===== src/rtl/rpr_pkg.sv =====
/*
  Shared constants of the region protection registers and their controller.
  Assumes one 100 MHz clock pclk and an active-low asynchronous presetn.
*/
// Contract
// Info register reports zero instruction regions.
// Info data region count reads eight.
// Info split-map flag reads zero, unified map.
// Enabled, no background: unmatched access faults.
// Background bit: default map, lowest priority.
// Unit disabled: background bit ignored.
// Top-priority handlers bypass checking unless enabled.
// Software never sets handler bit without enable.
// Background on: unprivileged miss faults.
// System space execute-never, strongly ordered always.
// Unit disabled: default map for everyone.
// Enabled: system space, vector table allowed.
// Software enables a region unless background set.
// Region select picks region, values 0-7.
// Base write, valid set: select and update.
// Base write, valid clear: update selected region.
// Base valid bit reads zero.
// Base region field reads current selection.
// Software aligns base to region size.
// Size 4 GB covers whole map from zero.
// Base bits 31 down to log2 size.
// Size is two to size+1, minimum 4.
// Reserved bits zero; aliases share primary storage.
package rpr_pkg;
  // ****************************************************
  // Device register map
  // ****************************************************
  localparam logic [31:0] RPR_INFO_ADDR = 32'hE000ED90;
  localparam logic [31:0] RPR_CTRL_ADDR = 32'hE000ED94;
  localparam logic [31:0] RPR_SEL_ADDR = 32'hE000ED98;
  localparam logic [31:0] RPR_BASE_ADDR = 32'hE000ED9C;
  localparam logic [31:0] RPR_ATTR_ADDR = 32'hE000EDA0;
  localparam logic [31:0] RPR_BASE_A1_ADDR = 32'hE000EDA4;
  localparam logic [31:0] RPR_ATTR_A1_ADDR = 32'hE000EDA8;
  localparam logic [31:0] RPR_BASE_A2_ADDR = 32'hE000EDAC;
  localparam logic [31:0] RPR_ATTR_A2_ADDR = 32'hE000EDB0;
  localparam logic [31:0] RPR_BASE_A3_ADDR = 32'hE000EDB4;
  localparam logic [31:0] RPR_ATTR_A3_ADDR = 32'hE000EDB8;
  localparam logic [31:0] RPR_INFO_RESET = 32'h00000800;
  localparam logic [2:0] RPR_CTRL_RESET = 3'h0;
  localparam logic [2:0] RPR_SEL_RESET = 3'h0;
  localparam logic [26:0] RPR_BASE_RESET = 27'h0000000;
  localparam logic [31:0] RPR_ATTR_RESET = 32'h00000000;
  // ****************************************************
  // Fields
  // ****************************************************
  localparam int RPR_REGIONS = 8;
  localparam int RPR_CTRL_EN_BIT = 0;
  localparam int RPR_CTRL_HI_BIT = 1;
  localparam int RPR_CTRL_BG_BIT = 2;
  localparam int RPR_BASE_VALID_BIT = 4;
  localparam int RPR_BASE_ADDR_LSB = 5;
  localparam int RPR_ATTR_XN_BIT = 28;
  localparam int RPR_ATTR_EN_BIT = 0;
  localparam int RPR_ATTR_SIZE_LSB = 1;
  localparam logic [31:0] RPR_ATTR_MASK = 32'h173FFF3F;
  localparam logic [4:0] RPR_SIZE_MIN = 5'h04;
  localparam logic [4:0] RPR_SIZE_4G = 5'h1F;
  localparam logic [31:0] RPR_SCS_BASE = 32'hE000E000;
  localparam logic [31:0] RPR_SCS_MASK = 32'hFFFFF000;
  localparam logic [31:0] RPR_VEC_BASE = 32'h00000000;
  localparam logic [31:0] RPR_VEC_MASK = 32'hFFFFFC00;
  // ****************************************************
  // Controller APB map
  // ****************************************************
  localparam logic [11:0] RPR_H_ADDR = 12'h000;
  localparam logic [11:0] RPR_H_WDATA = 12'h004;
  localparam logic [11:0] RPR_H_CMD = 12'h008;
  localparam logic [11:0] RPR_H_STATUS = 12'h00C;
  localparam logic [11:0] RPR_H_RDATA = 12'h010;
  localparam logic [11:0] RPR_H_CHK_ADDR = 12'h014;
  localparam logic [11:0] RPR_H_CHK_CMD = 12'h018;
  localparam logic [11:0] RPR_H_CHK_RES = 12'h01C;
  localparam int RPR_CMD_GO_BIT = 0;
  localparam int RPR_CMD_WR_BIT = 1;
  localparam int RPR_CMD_BE_LSB = 4;
  localparam int RPR_CHK_PRIV_BIT = 1;
  localparam int RPR_CHK_FETCH_BIT = 2;
  localparam int RPR_CHK_HI_BIT = 3;
endpackage


===== src/rtl/rpr_if.sv =====
/*
  Link between the protection registers and the core side.
  Assumes both ends run on pclk; the bench connects them.
*/
`timescale 1ns/100ps
interface rpr_if;
  // Register access
  logic req;
  logic wr;
  logic [31:0] addr;
  logic [31:0] wdata;
  logic [3:0] be;
  logic ack;
  logic [31:0] rdata;
  // Access check
  logic chk_req;
  logic [31:0] chk_addr;
  logic chk_priv;
  logic chk_fetch;
  logic chk_high;
  logic chk_ack;
  logic chk_fault;
  logic chk_xn;
  logic chk_strong;
  logic chk_hit;
  logic [2:0] chk_region;
  logic chk_bg;
  modport dev (
    input req, wr, addr, wdata, be, chk_req, chk_addr, chk_priv,
    input chk_fetch, chk_high,
    output ack, rdata, chk_ack, chk_fault, chk_xn, chk_strong,
    output chk_hit, chk_region, chk_bg
  );
  modport core (
    output req, wr, addr, wdata, be, chk_req, chk_addr, chk_priv,
    output chk_fetch, chk_high,
    input ack, rdata, chk_ack, chk_fault, chk_xn, chk_strong,
    input chk_hit, chk_region, chk_bg
  );
endinterface


===== src/rtl/rpr_unit.sv =====
/*
  Protection unit: control, region registers and access check.
  Assumes the core holds each request until acknowledged.
*/
// Local design decision: register access over APB.
`timescale 1ns/100ps
module rpr_unit (
  // Clock and reset
  input wire logic pclk,
  input wire logic presetn,
  input wire logic ce,
  // Core link
  rpr_if.dev bus,
  // Status
  output logic unit_on,
  output logic [rpr_pkg::RPR_REGIONS-1:0] region_on
);
  import rpr_pkg::*;

  // ****************************************************
  // Storage and decode
  // ****************************************************
  logic [2:0] ctrl_q;
  logic [2:0] sel_q;
  logic [26:0] base_q [RPR_REGIONS];
  logic [31:0] attr_q [RPR_REGIONS];
  logic ack_q;
  logic [31:0] rdata_q;
  logic [31:0] rdata_d;
  logic act;
  logic is_base;
  logic is_attr;
  logic [31:0] base_img;
  logic [31:0] base_new;
  logic [31:0] attr_new;
  logic [2:0] tgt;

  function automatic logic [31:0] merge(input logic [31:0] old,
                                        input logic [31:0] nw,
                                        input logic [3:0] be);
    logic [31:0] r;
    r = old;
    for (int b = 0; b < 4; b++)
    begin
      if (be[b])
      begin
        r[b*8 +: 8] = nw[b*8 +: 8];
      end
    end
    return r;
  endfunction

  assign act = ce & bus.req & ~ack_q;
  // Aliases reach the same storage
  assign is_base = bus.addr == RPR_BASE_ADDR ||
                   bus.addr == RPR_BASE_A1_ADDR ||
                   bus.addr == RPR_BASE_A2_ADDR ||
                   bus.addr == RPR_BASE_A3_ADDR;
  assign is_attr = bus.addr == RPR_ATTR_ADDR ||
                   bus.addr == RPR_ATTR_A1_ADDR ||
                   bus.addr == RPR_ATTR_A2_ADDR ||
                   bus.addr == RPR_ATTR_A3_ADDR;
  assign base_img = {base_q[sel_q], 2'b00, sel_q};
  assign base_new = merge(base_img, bus.wdata, bus.be);
  assign attr_new = merge(attr_q[sel_q], bus.wdata, bus.be) & RPR_ATTR_MASK;
  // Valid bit picks the written region, else current one
  assign tgt = base_new[RPR_BASE_VALID_BIT] ? base_new[2:0] : sel_q;

  // ****************************************************
  // Control and selection
  // ****************************************************
  always_ff @(posedge pclk or negedge presetn)
  begin
    if (!presetn)
    begin
      ctrl_q <= RPR_CTRL_RESET;
    end
    else if (act && bus.wr && bus.addr == RPR_CTRL_ADDR)
    begin
      ctrl_q <= 3'(merge({29'h0, ctrl_q}, bus.wdata, bus.be));
    end
  end

  always_ff @(posedge pclk or negedge presetn)
  begin
    if (!presetn)
    begin
      sel_q <= RPR_SEL_RESET;
    end
    else if (act && bus.wr && bus.addr == RPR_SEL_ADDR)
    begin
      sel_q <= 3'(merge({29'h0, sel_q}, bus.wdata, bus.be));
    end
    else if (act && bus.wr && is_base && base_new[RPR_BASE_VALID_BIT])
    begin
      sel_q <= base_new[2:0];
    end
  end

  // ****************************************************
  // Region storage
  // ****************************************************
  logic [RPR_REGIONS-1:0] hit;
  logic [RPR_REGIONS-1:0] reg_xn;

  for (genvar i = 0; i < RPR_REGIONS; i++)
  begin : g_reg
    logic [4:0] size;
    logic [31:0] mask;
    assign size = attr_q[i][RPR_ATTR_SIZE_LSB +: 5];
    // Low bits below log2 size ignored; 4 GB ignores the base
    assign mask = (size == RPR_SIZE_4G) ? 32'h00000000 :
                  (32'hFFFFFFFF << (size + 5'h01));
    assign hit[i] = attr_q[i][RPR_ATTR_EN_BIT] && size >= RPR_SIZE_MIN &&
                    ((bus.chk_addr ^ {base_q[i], 5'h00}) & mask) == 0;
    assign reg_xn[i] = attr_q[i][RPR_ATTR_XN_BIT];
    assign region_on[i] = attr_q[i][RPR_ATTR_EN_BIT];

    always_ff @(posedge pclk or negedge presetn)
    begin
      if (!presetn)
      begin
        base_q[i] <= RPR_BASE_RESET;
      end
      else if (act && bus.wr && is_base && tgt == 3'(i))
      begin
        base_q[i] <= base_new[31:RPR_BASE_ADDR_LSB];
      end
    end

    always_ff @(posedge pclk or negedge presetn)
    begin
      if (!presetn)
      begin
        attr_q[i] <= RPR_ATTR_RESET;
      end
      else if (act && bus.wr && is_attr && sel_q == 3'(i))
      begin
        attr_q[i] <= attr_new;
      end
    end
  end

  // ****************************************************
  // Register read and answer
  // ****************************************************
  always_comb
  begin
    rdata_d = 32'h00000000;
    if (bus.addr == RPR_INFO_ADDR)
    begin
      rdata_d = RPR_INFO_RESET;
    end
    else if (bus.addr == RPR_CTRL_ADDR)
    begin
      rdata_d = {29'h0, ctrl_q};
    end
    else if (bus.addr == RPR_SEL_ADDR)
    begin
      rdata_d = {29'h0, sel_q};
    end
    else if (is_base)
    begin
      rdata_d = base_img;
    end
    else if (is_attr)
    begin
      rdata_d = attr_q[sel_q];
    end
  end

  always_ff @(posedge pclk or negedge presetn)
  begin
    if (!presetn)
    begin
      ack_q <= 1'b0;
      rdata_q <= 32'h00000000;
    end
    else if (ce)
    begin
      ack_q <= bus.req & ~ack_q;
      if (act && !bus.wr)
      begin
        rdata_q <= rdata_d;
      end
    end
  end

  // ****************************************************
  // Access check
  // ****************************************************
  logic chk_ack_q;
  logic fault_q;
  logic xn_q;
  logic strong_q;
  logic hit_q;
  logic [2:0] region_q;
  logic bg_q;
  logic any_hit;
  logic [2:0] top;
  logic scs;
  logic special;
  logic active;
  logic bg_use;
  logic fault_d;

  always_comb
  begin
    top = 3'h0;
    for (int k = 0; k < RPR_REGIONS; k++)
    begin
      if (hit[k])
      begin
        top = 3'(k);
      end
    end
  end

  assign any_hit = |hit;
  assign scs = (bus.chk_addr & RPR_SCS_MASK) == RPR_SCS_BASE;
  assign special = scs || (bus.chk_addr & RPR_VEC_MASK) == RPR_VEC_BASE;
  // Handlers at -1/-2 bypass unless handler bit set
  assign active = ctrl_q[RPR_CTRL_EN_BIT] &&
                  (!bus.chk_high || ctrl_q[RPR_CTRL_HI_BIT]);
  // Background only counts while active and privileged
  assign bg_use = active && ctrl_q[RPR_CTRL_BG_BIT] && bus.chk_priv &&
                  !any_hit;

  always_comb
  begin
    fault_d = 1'b0;
    if (bus.chk_fetch && scs)
    begin
      fault_d = 1'b1;
    end
    else if (active && !special)
    begin
      if (any_hit)
      begin
        fault_d = bus.chk_fetch && reg_xn[top];
      end
      else
      begin
        fault_d = !bg_use;
      end
    end
  end

  always_ff @(posedge pclk or negedge presetn)
  begin
    if (!presetn)
    begin
      chk_ack_q <= 1'b0;
      fault_q <= 1'b0;
      xn_q <= 1'b0;
      strong_q <= 1'b0;
      hit_q <= 1'b0;
      region_q <= 3'h0;
      bg_q <= 1'b0;
    end
    else if (ce)
    begin
      chk_ack_q <= bus.chk_req & ~chk_ack_q;
      if (bus.chk_req && !chk_ack_q)
      begin
        fault_q <= fault_d;
        xn_q <= scs || (active && any_hit && reg_xn[top]);
        strong_q <= scs;
        hit_q <= active && any_hit;
        region_q <= top;
        bg_q <= bg_use;
      end
    end
  end

  assign bus.ack = ack_q;
  assign bus.rdata = rdata_q;
  assign bus.chk_ack = chk_ack_q;
  assign bus.chk_fault = fault_q;
  assign bus.chk_xn = xn_q;
  assign bus.chk_strong = strong_q;
  assign bus.chk_hit = hit_q;
  assign bus.chk_region = region_q;
  assign bus.chk_bg = bg_q;
  assign unit_on = ctrl_q[RPR_CTRL_EN_BIT];
endmodule


===== src/flat_wrapper.sv =====
// flat-port wrapper written by rule: the top's interface ports become plain ports
module rpr_unit_flat import rpr_pkg::*;
  (pclk, presetn, ce, unit_on, region_on, bus_req, bus_wr, bus_addr, bus_wdata, bus_be, bus_chk_req, bus_chk_addr, bus_chk_priv, bus_chk_fetch, bus_chk_high, bus_ack, bus_rdata, bus_chk_ack, bus_chk_fault, bus_chk_xn, bus_chk_strong, bus_chk_hit, bus_chk_region, bus_chk_bg);
  rpr_if bus_i ();
  input wire logic pclk;
  input wire logic presetn;
  input wire logic ce;
  output logic unit_on;
  output logic [rpr_pkg::RPR_REGIONS-1:0] region_on;
  input wire logic [$bits(bus_i.req)-1:0] bus_req;
  input wire logic [$bits(bus_i.wr)-1:0] bus_wr;
  input wire logic [$bits(bus_i.addr)-1:0] bus_addr;
  input wire logic [$bits(bus_i.wdata)-1:0] bus_wdata;
  input wire logic [$bits(bus_i.be)-1:0] bus_be;
  input wire logic [$bits(bus_i.chk_req)-1:0] bus_chk_req;
  input wire logic [$bits(bus_i.chk_addr)-1:0] bus_chk_addr;
  input wire logic [$bits(bus_i.chk_priv)-1:0] bus_chk_priv;
  input wire logic [$bits(bus_i.chk_fetch)-1:0] bus_chk_fetch;
  input wire logic [$bits(bus_i.chk_high)-1:0] bus_chk_high;
  output wire logic [$bits(bus_i.ack)-1:0] bus_ack;
  output wire logic [$bits(bus_i.rdata)-1:0] bus_rdata;
  output wire logic [$bits(bus_i.chk_ack)-1:0] bus_chk_ack;
  output wire logic [$bits(bus_i.chk_fault)-1:0] bus_chk_fault;
  output wire logic [$bits(bus_i.chk_xn)-1:0] bus_chk_xn;
  output wire logic [$bits(bus_i.chk_strong)-1:0] bus_chk_strong;
  output wire logic [$bits(bus_i.chk_hit)-1:0] bus_chk_hit;
  output wire logic [$bits(bus_i.chk_region)-1:0] bus_chk_region;
  output wire logic [$bits(bus_i.chk_bg)-1:0] bus_chk_bg;
  assign bus_i.req = bus_req;
  assign bus_i.wr = bus_wr;
  assign bus_i.addr = bus_addr;
  assign bus_i.wdata = bus_wdata;
  assign bus_i.be = bus_be;
  assign bus_i.chk_req = bus_chk_req;
  assign bus_i.chk_addr = bus_chk_addr;
  assign bus_i.chk_priv = bus_chk_priv;
  assign bus_i.chk_fetch = bus_chk_fetch;
  assign bus_i.chk_high = bus_chk_high;
  assign bus_ack = bus_i.ack;
  assign bus_rdata = bus_i.rdata;
  assign bus_chk_ack = bus_i.chk_ack;
  assign bus_chk_fault = bus_i.chk_fault;
  assign bus_chk_xn = bus_i.chk_xn;
  assign bus_chk_strong = bus_i.chk_strong;
  assign bus_chk_hit = bus_i.chk_hit;
  assign bus_chk_region = bus_i.chk_region;
  assign bus_chk_bg = bus_i.chk_bg;
  rpr_unit u_core (.pclk(pclk), .presetn(presetn), .ce(ce), .bus(bus_i), .unit_on(unit_on), .region_on(region_on));
endmodule

===== config.mk =====
export PLATFORM = sky130hd
export DESIGN_NAME = rpr_unit_flat
export DESIGN_NICKNAME = d
export VERILOG_FILES = /design/src/rtl/rpr_pkg.sv /design/src/rtl/rpr_if.sv /design/src/rtl/rpr_unit.sv /design/src/flat_wrapper.sv
export SDC_FILE = /design/constraint.sdc
export NUM_CORES = 1
export LEC_CHECK = 0
export BUFFER_PORTS_ARGS = -buffer_cell sky130_fd_sc_hd__buf_2
export CAP_MARGIN = 20
export CORE_MARGIN = 3
export CORE_UTILIZATION = 53
export DETAILED_ROUTE_END_ITERATION = 8
export PLACE_DENSITY = 0.67
export SLEW_MARGIN = 0
export SYNTH_ARGS = -nofsm -noshare
export SYNTH_HDL_FRONTEND = slang
export SYNTH_SLANG_ARGS = --single-unit

===== constraint.sdc =====
create_clock -name pclk -period 3.94 [get_ports pclk]
set_input_delay 0.591 -clock pclk [delete_from_list [all_inputs] [get_ports pclk]]
set_output_delay 0.591 -clock pclk [all_outputs]
set_load 0.02 [all_outputs]

== Word-level counts from Yosys, hierarchy flattened ==
Cells that the tools add are included.

* Register bits after elaboration: 456
* Output and inout port bits: 51
* Logic and storage cells: 235

* Add/subtract/negate cells: 8
* Order comparisons: 10
* Eq/ne operators: 35
* Shifts and indexed selects: 8
* Multiplexer cells: 43
* Bitwise logic cells: 23
* Reduce and logical (&&, ||, !) cells: 81

{| class="wikitable"
|+ Operators with widths
! kind !! count
|-
| $mux W32 || 15
|-
| $eq A32 B32 Y1 const B || 11
|-
| $logic_not A32 Y1 || 9
|-
| $and A32 B32 Y32 || 8
|-
| $shl A32 B5 Y32 const A || 8
|-
| $xor A32 B32 Y32 || 8
|-
| $bmux W32 S3 || 1
|-
| $bmux W27 S3 || 1
|-
| $mux W27 || 2
|-
| $logic_and A1 B1 Y1 || 49
|-
| $add A5 B1 Y5 const B || 8
|-
| $eq A5 B5 Y1 const B || 8
|-
| $ge A5 B3 Y1 const B || 8
|-
| $mux W8 || 5
|-
| $eq A3 B3 Y1 const B || 8
|-
| $mux W3 || 8
|-
| $eq A20 B20 Y1 const B || 1
|-
| $eq A3 B2 Y1 const B || 4
|-
| $mux W6 || 2
|-
| $logic_or A1 B1 Y1 || 9
|-
| $reduce_and A2 Y1 || 4
|-
| $reduce_or A8 Y1 || 1
|-
| $eq A3 B1 Y1 const B || 2
|-
| $logic_not A1 Y1 || 6
|-
| 12 further kinds || 22
|}

== Longest topological paths before layout ==
* Word-level depth: 19
* Gate-level depth with buffers: 16
* Depth with buffers taken out: 15

== Worst setup path before layout ==
Ideal clock, no wire load.

* Path kind: flip-flop to flip-flop
* Start point: register u_core.attr_q[33] (netlist name)
* End point: register u_core.fault_q, in the netlist u_core.bus.chk_fault
* Library setup time: 0.136 ns
* Arrival time: 3.349 ns
* Required time: 3.804 ns
* Path slack: 0.456 ns
* Stages on the path, launching flop included: 17
* Period minus slack after synthesis: 3.484 ns
* Cell sequence: dfrtp_1 > ha_1 > inv_1 > ha_1 > clkbuf_1 > nor2b_1 > o22ai_1 > nor4b_1 > o32ai_1 > o41ai_1 > and4_1 > buf_2 > nor4_1 > a311o_1 > a2111o_1 > a31oi_1 > o41ai_1

* Word-level cells in the longest chain between the ends: 14

{| class="wikitable"
|+ Ends and longest elaborated chain
! what !! RTL line !! text
|-
| start, declared || rpr_unit.sv:26 || <nowiki>logic [31:0] attr_q [RPR_REGIONS];</nowiki>
|-
| start signal, assigned by index || rpr_unit.sv:139 || <nowiki>attr_q[i] <= attr_new;</nowiki>
|-
| $add A5 B1 Y5 || rpr_unit.sv:113 || <nowiki>(32'hFFFFFFFF << (size + 5'h01));</nowiki>
|-
| $shl A32 B5 Y32 || rpr_unit.sv:113 ||
|-
| $mux W32 || rpr_unit.sv:112 || <nowiki>assign mask = (size == RPR_SIZE_4G) ? 32'h00000000 :</nowiki>
|-
| $and A32 B32 Y32 || rpr_unit.sv:115 || <nowiki>((bus.chk_addr ^ {base_q[i], 5'h00}) & mask) == 0;</nowiki>
|-
| $logic_not A32 Y1 || rpr_unit.sv:115 ||
|-
| $logic_and A1 B1 Y1 (*) || rpr_unit.sv:114 || <nowiki>assign hit[i] = attr_q[i][RPR_ATTR_EN_BIT] && size >= RPR_SIZE_MIN &&</nowiki>
|-
| $mux W3 (2 in a row) || rpr_unit.sv:212 || <nowiki>if (hit[k])</nowiki>
|-
| $bmux W1 S3 || rpr_unit.sv:240 || <nowiki>fault_d = bus.chk_fetch && reg_xn[top];</nowiki>
|-
| $mux W1 (implied by the code) || rpr_unit.sv:240 ||
|-
| $logic_and A1 B1 Y1 || rpr_unit.sv:240 ||
|-
| $mux W1 (*) || rpr_unit.sv:238 || <nowiki>if (any_hit)</nowiki>
|-
| $mux W1 (*) || rpr_unit.sv:236 || <nowiki>else if (active && !special)</nowiki>
|-
| $mux W1 (*) || rpr_unit.sv:232 || <nowiki>if (bus.chk_fetch && scs)</nowiki>
|-
| end signal, assigned || rpr_unit.sv:266 || <nowiki>fault_q <= fault_d;</nowiki>
|-
| end, declared || rpr_unit.sv:193 || <nowiki>logic fault_q;</nowiki>
|}

Every way passes the cells marked *; elsewhere a longest branch is shown, timed or not. The select of a mux whose other input is x is not followed.
A chain may end at the register's enable or synchronous reset.

== Worst setup path in the final report ==
* Start point: register u_core.attr_q[33] (netlist name)
* End point: register u_core.xn_q, in the netlist u_core.bus.chk_xn

* Word-level cells in the longest chain between the ends: 12

{| class="wikitable"
|+ Ends and longest elaborated chain
! what !! RTL line !! text
|-
| $add A5 B1 Y5 || rpr_unit.sv:113 ||
|-
| $shl A32 B5 Y32 || rpr_unit.sv:113 ||
|-
| $mux W32 || rpr_unit.sv:112 ||
|-
| $and A32 B32 Y32 || rpr_unit.sv:115 ||
|-
| $logic_not A32 Y1 || rpr_unit.sv:115 ||
|-
| $logic_and A1 B1 Y1 (*) || rpr_unit.sv:114 ||
|-
| $mux W3 (2 in a row) || rpr_unit.sv:212 ||
|-
| $bmux W1 S3 || rpr_unit.sv:267 || <nowiki>xn_q <= scs || (active && any_hit && reg_xn[top]);</nowiki>
|-
| $mux W1 (implied by the code) || rpr_unit.sv:267 ||
|-
| $logic_and A1 B1 Y1 (*) || rpr_unit.sv:267 ||
|-
| $logic_or A1 B1 Y1 (*) || rpr_unit.sv:267 ||
|-
| end signal, assigned || rpr_unit.sv:267 ||
|-
| end, declared || rpr_unit.sv:194 || <nowiki>logic xn_q;</nowiki>
|}

Marked as above.

==> flow_metrics.tcl <==
set metrics [dict create \
    synth_top_family_by_area "multiplexers" \
    clock_sinks 456 \
    powerDensity_nw_per_um2 335.0 \
    layout-drive-gt1-share 0.3789 \
    max-clock-path-buffers 3 \
    cts_root_buf "clkbuf_16" \
    grt_max_degree 89 \
    ir_drop_mv 0.3189 \
    htree_levels 2 \
    nNetsFinal 2665 \
    synthAdderAreaFrac 0.02731 \
    synth-xor-area-share 0.07604 \
    place_hpwl_um 74180 \
    grt_pass1_vias 20760 \
    synth_area_leaders "dfrtp_1 (43%), mux2_2 (18%), mux4_2 (8.6%)" \
    yosysUniqueCellTypes 82 \
    whs_ps 20.57 \
    cp_data_arrival_time_ps 4240 \
    yosysTopAreaCell "dfrtp_1" \
    rsz0062_at_grt "false" \
    hold_viol_final 0 \
    final-setup-viol-count 0 \
    synthArstFlopShare 1.000 \
    synth.area.mux_share 0.2769 \
    total_power_mw 10.31 \
    clock_latency_ps 610 \
    cts_setup_buffers 0 \
    fmax_ghz 0.2646 \
    dpl_worst_slack_ps 55.01 \
    crit_required_ps 4410 \
    slew_viol_final 0 \
    pin_count 160 \
    ys_seq_area_frac 0.4265 \
    leakagePower_nw 14.64 \
    synthSimpleGateAreaFrac 0.07716 \
    cts_tree "yes" \
    hold_buffers 0 \
    routabilityCongestion 1.061 \
    max_cap_viol_count 0 \
    portBuffers 159 \
    critPathCaptureType "register" \
    ant_nets 0 \
    ys_warn_count 0 \
    crit_type "register to register" \
    slew_headroom 0.3029 \
    holdCritPathClass "input pin to async pin" \
    status "finished clean" \
    fin_ws_ps 160.9 \
    via_per_inst 6.367 \
    areaGrowthSynthToFinish_pct 15.05 \
    place_area_sq_um 28980 \
    startpoint_type "register" \
    drt-initial-drc-count 2042 \
    clkTransAtPathRegs_ps 60 \
    synthCells 2278 \
    synth_nets 2443 \
    drt_wl_total_um 97770 \
    cp_max_fo 7 \
    antenna_found_initial 2 \
    numCtsBuffers 49 \
    fin_crit_ps 3779 \
    grt_util_all_layers 0.3679 \
    syn_area_per_cell_sq_um 11.74 \
    die_h_um 230.7 \
    finalInstanceArea_sq_um 30780 \
    crit_path_max_incr_delay_ps 430 \
    fp-row-count 81 \
    worstMarginPinSlew_ps 1046 \
    cpMostUsedCell "inv_1" \
    cp_cell_sequence "ha_1, inv_1, ha_2, inv_1, o32ai_1, a2111oi_2, o21ai_1, o41ai_1, and4_2, nor4_1, a311o_1, a2111o_1, a31oi_4, o211ai_1" \
    drt-wirelength-per-cell_um 30.52 \
    ys.flop_type "dfrtp_1" \
    synth_compound_area_frac 0.07941 \
    drc 0 \
    core_sq_um 49360 \
    initial_core_util 0.5421 \
    critical_path.slowest_cell "a2111o_1" \
    post-route-period-util 0.9592 \
    die_x_um 230.7 \
    overflow 0 \
    die_area_sq_um 53210 \
    vias 20400 \
    synthesis.area_sq_um 26750 \
    ys_ff_latch 456 \
    grt_pass1_wl_um 142900 \
    synth_top_area_frac 0.4265 \
    skew_ps 22.11 \
    first_pass_iters 6 \
    synth-edff-count 0 \
]
-- path summary, 6_finish.rpt --
path | from | endpoint | slack (ps) | cells after the start
max in group asynchronous | presetn | u_core.sel_q[1]$_DFFE_PN0P_ | 2940 | 2
hold / removal | presetn | u_core.bus.rdata[6]$_DFFE_PN0P_ | 20 | 1
setup / recovery | u_core.attr_q[33]$_DFFE_PN0P_ | u_core.bus.chk_xn$_DFFE_PN0P_ | 160 | 14
setup reg to reg | u_core.attr_q[33]$_DFFE_PN0P_ | u_core.bus.chk_xn$_DFFE_PN0P_ | 160 | 14
min in group pclk | ce | u_core.bus.ack$_DFFE_PN0P_ | 240 | 2
hold reg to reg | u_core.bus.rdata[27]$_DFFE_PN0P_ | u_core.bus.rdata[27]$_DFFE_PN0P_ | 480 | 2
-- cell usage after synthesis, types with 22 or more instances --
cell type    n
xnor2_1    128
nand2_1    111
a22oi_1     23
nor2b_1     36
nand2b_1    23
dfrtp_1    456
inv_1       89
ha_1        56
buf_2       23
o22ai_1     22
nand3_1     32
mux2_2     436
o21ai_0     96
clkbuf_1    76
xor2_1      95
a21oi_1     66
mux4_2     102
nor2_1     129
-- report_power, final --
group	internal (mW)	switching [mW]
Sequential	4.69	0.00304
Combinational	0.213	0.526
Clock	2.90	1.98
-- logic make-up after synthesis --
logic type	after synthesis
muxes	558
DFF	456
and+or+nand+nor	425
AOI/OAI and AO/OA	327
xor gates and xnor gates	228
buffers and inverters	225
adders and majority gates	59
-- final cells by class --
class / count / area (sq um)
Sequential cell: 456 / 11420
Tap cell: 664 / 830.8
Multi-Input combinational cell: 1597 / 14450
Fill cell: 3931 / 18580
Clock inverter: 16 / 216.5
Antenna cell: 1 / 2.502
Clock buffer: 74 / 1501
Timing Repair Buffer: 307 / 2029
Inverter: 89 / 334.1
-- layer usage --
metal,vias to the layer above,global-route usage,share of wire
met5,-,0,0
met4,0,0.1369,0.042
met3,176,0.07120,0.077
met2,886,0.5885,0.47
met1,10640,0.5020,0.42
li1,8694,-,-
-- stage by stage --
stage | instances | TNS (ps) | utilization
2_1_floorplan | 2278 | 0 | -
3_3_place_gp | 3113 | -53.45 | 0.5872
3_5_place_dp | 3113 | 0 | 0.5872
4_1_cts | 3203 | 0 | 0.6221
5_1_grt | 3203 | 0 | 0.6236
6_report | 3204 | 0 | 0.6236
-- cells in the final DEF, fill, tap and decap left out, drive strengths merged, types with 8 or more instances in the layout --
cell | netlist | routed
clkbuf | 76 | 74
clkinv | 0 | 8
nand3 | 32 | 32
nand2b | 23 | 23
inv | 89 | 92
nand4 | 16 | 16
nor3 | 13 | 13
o31ai | 20 | 20
xor2 | 97 | 97
a222oi | 8 | 8
o21ai | 99 | 99
mux4 | 102 | 102
o22ai | 22 | 22
nand2 | 111 | 111
a211oi | 8 | 8
nor4 | 15 | 15
mux2 | 436 | 436
a22oi | 24 | 24
o211ai | 11 | 11
mux2i | 20 | 20
nor2b | 36 | 36
buf | 60 | 307
a21oi | 66 | 66
a31oi | 9 | 9
nor2 | 131 | 131
dfrtp | 456 | 456
xnor2 | 131 | 131
and3 | 10 | 10
ha | 56 | 56
-- repair_timing --
item | in CTS | in global routing
endpoints found under the setup margin | 0 | 3
gates resized for setup | 0 | 17
endpoints found under the hold margin | 0 | 0
-- critical path, delay by kind of cell, from the launching register on --
family          cells  cell delay, ps
flops               1             390
simple gates        2             430
fa+ha+maj           2             540
compound gates      8            2090
buf+inv             2             200
-- flip-flops by register name, indices dropped and copies added, names as in the netlist, 3 cells and up --
register / count
u_core.attr_q: 184
u_core.base_q: 216
u_core.bus.chk_region: 3
u_core.bus.rdata: 32
u_core.ctrl_q: 3
u_core.region_on: 8
u_core.sel_q: 3
Note: power is estimated with default switching activity, not from simulation.
